==> src/core/apgp_defines.svh <==
// Register offsets, field widths and reset values of the GPIO port.
// Included by the package and the port module; definitions only.
`ifndef APGP_DEFINES_SVH
`define APGP_DEFINES_SVH
`define APGP_PIN_COUNT 8
`define APGP_ADDR_W 12
`define APGP_OFF_CONNECT 12'h000
`define APGP_OFF_DIRECTION 12'h004
`define APGP_OFF_LEVEL 12'h008
`define APGP_RST_CONNECT 8'h00
`define APGP_RST_DIRECTION 8'hFF
`define APGP_RST_LEVEL 8'h00
`endif

==> src/core/apgp_pkg.sv <==
// Types used by the GPIO port; its bench does not use them.
// Assumes apgp_defines.svh is on the include path.
`include "apgp_defines.svh"
package apgp_pkg;
  typedef logic [`APGP_PIN_COUNT-1:0] apgp_pins_t;
  typedef struct packed {
    logic [`APGP_ADDR_W-1:0] paddr;
    logic pwrite;
    logic [31:0] pwdata;
  } apgp_req_t;
  typedef enum logic [1:0] {
    APGP_REG_CONNECT,
    APGP_REG_DIRECTION,
    APGP_REG_LEVEL,
    APGP_REG_NONE
  } apgp_reg_sel_t;
endpackage

==> src/core/apgp_port.sv <==
// Eight-pin digital port sharing analog input pins, APB register access.
// Assumes one clock; pin inputs are asynchronous and synchronised here.
//
// Contract
// - Eight analog pins, common input down to input three, form port bits 0-7.
// - Connect bit 1 attaches the pin to digital I/O, else stays analog.
// - Direction bit 0 drives an output, 1 makes the pin an input.
// - Data register drives output levels and reads back sampled input levels.
// - Data bits of output pins read back as zero.
//
// The APB register port and the address map were left to the implementer.
`timescale 1ns/1ps
`include "apgp_defines.svh"
module apgp_port (
  // Clock and reset
  input wire logic sys_clk_i,
  input wire logic rst_n_i,
  input wire logic clk_en_i,
  // APB slave
  input wire logic psel_i,
  input wire logic penable_i,
  input wire logic pwrite_i,
  input wire logic [`APGP_ADDR_W-1:0] paddr_i,
  input wire logic [31:0] pwdata_i,
  output logic [31:0] prdata_o,
  output logic pready_o,
  output logic pslverr_o,
  // Port pins, bit 0 is the lowest usable analog input
  input wire logic [`APGP_PIN_COUNT-1:0] pin_in_i,
  output logic [`APGP_PIN_COUNT-1:0] pin_out_o,
  output logic [`APGP_PIN_COUNT-1:0] pin_oe_o,
  output logic [`APGP_PIN_COUNT-1:0] pin_digital_o
);

  apgp_pkg::apgp_pins_t pin_connect_select_r;
  apgp_pkg::apgp_pins_t pin_direction_select_r;
  apgp_pkg::apgp_pins_t pin_level_value_r;
  apgp_pkg::apgp_pins_t pin_sync1_r;
  apgp_pkg::apgp_pins_t pin_sync2_r;
  apgp_pkg::apgp_pins_t level_read_nxt;
  apgp_pkg::apgp_reg_sel_t sel;
  logic access;
  logic wr_en;
  logic rd_en;
  logic [31:0] rdata_nxt;

  function automatic apgp_pkg::apgp_reg_sel_t decode(
    input logic [`APGP_ADDR_W-1:0] addr
  );
    case (addr)
      `APGP_OFF_CONNECT: decode = apgp_pkg::APGP_REG_CONNECT;
      `APGP_OFF_DIRECTION: decode = apgp_pkg::APGP_REG_DIRECTION;
      `APGP_OFF_LEVEL: decode = apgp_pkg::APGP_REG_LEVEL;
      default: decode = apgp_pkg::APGP_REG_NONE;
    endcase
  endfunction

  // Zero-wait slave: every access phase completes in its first cycle
  assign access = psel_i && penable_i && clk_en_i;
  assign wr_en = access && pwrite_i;
  assign rd_en = access && !pwrite_i;
  assign sel = decode(paddr_i);
  assign pready_o = 1'b1;
  assign pslverr_o = psel_i && penable_i && (sel == apgp_pkg::APGP_REG_NONE);

  // Two-stage synchroniser on the pin inputs
  always_ff @(posedge sys_clk_i or negedge rst_n_i) begin
    if (!rst_n_i) begin
      pin_sync1_r <= 8'h00;
      pin_sync2_r <= 8'h00;
    end else if (clk_en_i) begin
      pin_sync1_r <= pin_in_i;
      pin_sync2_r <= pin_sync1_r;
    end
  end

  // Configuration registers
  always_ff @(posedge sys_clk_i or negedge rst_n_i) begin
    if (!rst_n_i) begin
      pin_connect_select_r <= `APGP_RST_CONNECT;
      pin_direction_select_r <= `APGP_RST_DIRECTION;
    end else if (wr_en) begin
      if (sel == apgp_pkg::APGP_REG_CONNECT) begin
        pin_connect_select_r <= pwdata_i[7:0];
      end
      if (sel == apgp_pkg::APGP_REG_DIRECTION) begin
        pin_direction_select_r <= pwdata_i[7:0];
      end
    end
  end

  // Output level latch; held while a pin is input so it is ready on turnaround
  always_ff @(posedge sys_clk_i or negedge rst_n_i) begin
    if (!rst_n_i) begin
      pin_level_value_r <= `APGP_RST_LEVEL;
    end else if (wr_en && sel == apgp_pkg::APGP_REG_LEVEL) begin
      pin_level_value_r <= pwdata_i[7:0];
    end
  end

  // Pin drive registered so the pads never glitch
  always_ff @(posedge sys_clk_i or negedge rst_n_i) begin
    if (!rst_n_i) begin
      pin_out_o <= 8'h00;
      pin_oe_o <= 8'h00;
      pin_digital_o <= 8'h00;
    end else if (clk_en_i) begin
      pin_digital_o <= pin_connect_select_r;
      pin_oe_o <= pin_connect_select_r & ~pin_direction_select_r;
      pin_out_o <= pin_level_value_r & pin_connect_select_r;
    end
  end

  // Input pins return sampled level; output pins read zero
  always_comb begin
    level_read_nxt = pin_sync2_r & pin_direction_select_r;
  end

  always_comb begin
    rdata_nxt = 32'h0000_0000;
    case (sel)
      apgp_pkg::APGP_REG_CONNECT: rdata_nxt[7:0] = pin_connect_select_r;
      apgp_pkg::APGP_REG_DIRECTION: rdata_nxt[7:0] = pin_direction_select_r;
      apgp_pkg::APGP_REG_LEVEL: rdata_nxt[7:0] = level_read_nxt;
      default: rdata_nxt = 32'h0000_0000;
    endcase
  end

  // Read data captured in setup phase, valid during the access cycle
  always_ff @(posedge sys_clk_i or negedge rst_n_i) begin
    if (!rst_n_i) begin
      prdata_o <= 32'h0000_0000;
    end else if (clk_en_i && psel_i && !penable_i && !pwrite_i) begin
      prdata_o <= rdata_nxt;
    end
  end

endmodule // apgp_port

==> config.mk <==
export PLATFORM = sky130hd
export DESIGN_NAME = apgp_port
export DESIGN_NICKNAME = d
export VERILOG_FILES = /design/src/core/apgp_pkg.sv /design/src/core/apgp_port.sv
export VERILOG_INCLUDE_DIRS = /design/src /design/src/core
export SDC_FILE = /design/constraint.sdc
export NUM_CORES = 1
export LEC_CHECK = 0
export BUFFER_PORTS_ARGS = -buffer_cell sky130_fd_sc_hd__buf_4
export CORE_MARGIN = 4
export CORE_UTILIZATION = 49
export CTS_CLUSTER_DIAMETER = 150
export DETAILED_ROUTE_END_ITERATION = 16
export HOLD_SLACK_MARGIN = 0.02
export PLACE_DENSITY = 0.88
export SLEW_MARGIN = 15
export SYNTH_ARGS = -nofsm -noshare
export SYNTH_HDL_FRONTEND = slang
export SYNTH_SLANG_ARGS = --single-unit
==> constraint.sdc <==
create_clock -name sys_clk_i -period 1.2 [get_ports sys_clk_i]
set_clock_uncertainty 0.1 [all_clocks]
set_input_delay 0.12 -clock sys_clk_i [delete_from_list [all_inputs] [get_ports sys_clk_i]]
set_output_delay 0.12 -clock sys_clk_i [all_outputs]
set_load 0.05 [all_outputs]
==> summary.txt <==
DR WL/cell: 16.8 um
Sink Count: 72
Routed vias: 2321
Setup-failing EPs final: 32
Count of cell types in the netlist: 27
CP required: 1.32 ns
Placed cells: 422
Hold Crit Start: clk_en_i
Overall routed net length: 7660 um
Crit path from: paddr_i[5]
VDD IR max: 0.873 mV
Diodes inserted: 0
CTS buffer count: 9
GRT overflow: 0
Status: finished with violations
Worst path arrival time: 1.74 ns
Async SR Flop Fraction: 1.00
Routed met2 length: 4120 um
Avg Inst Size Synth: 12.1 um2
Fin. max-slew vios: 0
Worst min-delay path class: in -> reg
Vias in the first global route: 2455
Setup_tns: -8.20 ns
Cell area after layout: 4520 um2
Synth warnings: 0
Met1 Routed Length: 2970 um
Post-Place Cell Area: 3980 um2
Period utilization: 1.35
Post-DP HPWL: 5200 um
Critical Path Most Common Cell: buf_6
Pleak: 2.22 nW
Fmax: 0.616 GHz
Non-Filler Instances: 457
H-tree level count: 3
Crit Path Class: in -> reg
DR DRC count: 0
Initial Utilization: 0.505
Most used DFF post-synth: dfrtp_1
CTS root buf: clkbuf_8
Hold Vio Cnt, Final: 0
Most frequent cell after synthesis: dfrtp_1
Detailed Routing Iterations Pass 1: 5
Port Buffers: 66
Die width: 89.1 um
CTS tree: done
Mapped cell area: 3220 um2
Ranking of synthesized cells by area: dfrtp_1, mux2_2, dfstp_2
Slowest cell on the critical path: or4_4
Share of post-route cells with drive strength above 1: 0.489
Worst Path Max Fanout: 4
Skew-Pair Late Insertion Delay: 0.34 ns
RR Startpoint: pin_direction_select_r[0]
Worst-case clock buffer depth: 2
Nets: 433
All-Layer GR Usage: 0.204
Rows: 29
Unrepaired setup endpoints after global routing: yes
PD cells: 1160 nW/um2
DR top layer: met4
Initial DRC Count: 86
P&R area growth vs syn: 40.1%
Clock edge transition at the registers on the reported setup and hold paths: 0.07 ns
Least-Margin Pin Slew: 0.543 ns
Max cap viols: 0
Fin worst setup slack: -0.424 ns
Critical Path, Cell by Cell: buf_6, or4_4, or3_4, nor3_4, buf_6, mux2_4
Largest net degree at the start of global routing: 73
Die area: 7940 um2
First-pass GRT wire length: 12000 um
Post-synth top area share: 0.497
Initial antenna violation count: 0
Synth area leader: dfrtp_1
EDFF count, synth: 0
Tmin final: 1.62 ns
Slowest stage delay, CP: 0.53 ns
Met3 routed WL: 458 um
Crit end category: flip-flop
Routability Congestion: 0.828
Core area: 6390 um2
Die height: 89.1 um
Rel. slew slack: 0.638
Failing checks: negative setup slack
Syn Inst Count: 266
Top post-synthesis cells by count: dfrtp_1, mux2_2, buf_4
Seq cells post-synth: 72
Vias/cell: 5.08
Number of routed nets with antenna violations: 0
Num ports: 116
Critical path startpoint category: primary input
Register area share after synthesis: 0.562
## what timing repair did
item                       CTS  global route
setup endpoints to repair   25            25
hold endpoints to repair   104             0
resized for setup           17            13
buffers inserted             0             2
hold buffers                17             0
pin swaps                    2             9
## worst max-delay path: cells and delay by family
family                 cells  cell delay [ns]
buffers and inverters      2             0.25
AND/OR/NAND/NOR            3             1.06
multiplexers               1             0.30
## where the power goes
part           total (mW)  internal (mW)  leakage, nW  switching, mW
combinational       0.603          0.237         1.16          0.366
clock                2.13           1.28        0.114          0.842
sequential           2.53           2.50        0.941         0.0363
total                5.26           4.02         2.22           1.24
## layout by cell type (no fill, tap or decap), drive strengths merged
master and instances:
buf 93, o21ai 24, bufinv 2, a31oi 1, nand2 11, a21o 8
and4 1, nor4 4, nor4bb 1, and2 1, dfrtp 64, conb 25
inv 17, nor3 1, dfstp 8, nor2b 10, or3 1, clkinv 1
mux2 48, clkbuf 13, nand3b 8, or4 1, nand3 8, nor4b 1
nor2 1, nand4 2, a21oi 8, dlygate4sd3 17
## layer usage
metal,track usage,vias up
li1,-,1081
met1,0.237,1151
met2,0.356,78
met3,0.0654,11
met4,0.0677,0
met5,0,-
## state kept, by name, indices dropped and copies added, names as in the netlist
register and count:
pin_connect_select_r 8, pin_digital_o 8, pin_direction_select_r 8, pin_level_value_r 8, pin_oe_o 8, pin_out_o 8, pin_sync1_r 8, pin_sync2_r 8
prdata_o 8
## kinds of logic (layout without fill, tap and decap cells)
family                 Yosys count  in the layout  share of synthesized area
AO/OA/AOI/OAI                   41             41                     0.0703
flip-flops                      72             72                      0.562
buffers and inverters           52            143                     0.0897
multiplexers                    48             48                      0.168
other                            2             25                    0.00233
AND/OR/NAND/NOR                 51             51                      0.108
## final timing paths
kind	endpoint	slack [ns]	depth (start not counted)
max reg2reg	pin_oe_o[0]	0.19	2
min reg2reg	pin_sync1_r[4]	0.41	1
min	pin_sync2_r[3]	0.06	3
max in group asynchronous	pin_direction_select_r[4]	0.45	3
max	pin_connect_select_r[1]	-0.42	6
min in group asynchronous	pin_oe_o[7]	0.23	3
## final cells by class
type                       count  area (um2)
clock buffer                  13         159
clock inverter                 3        65.1
fill                         455        1870
inverter                      17        63.8
multi-input combinational    165        1390
sequential                    72        1810
tap                           77        96.3
timing repair buffer         110         930
## metrics by stage
stage,setup slack (ns),total power [mW],util,hold WS (ns)
2_1_floorplan,-0.692,2.96,-,-0.276
3_3_place_gp,-0.752,3.10,0.624,0.0565
3_5_place_dp,-0.801,3.12,0.624,0.0589
4_1_cts,-0.422,5.30,0.697,0.0464
5_1_grt,-0.426,5.47,0.707,0.0571
6_report,-0.424,5.26,0.707,0.0620
(Power assumes the default switching activity.)
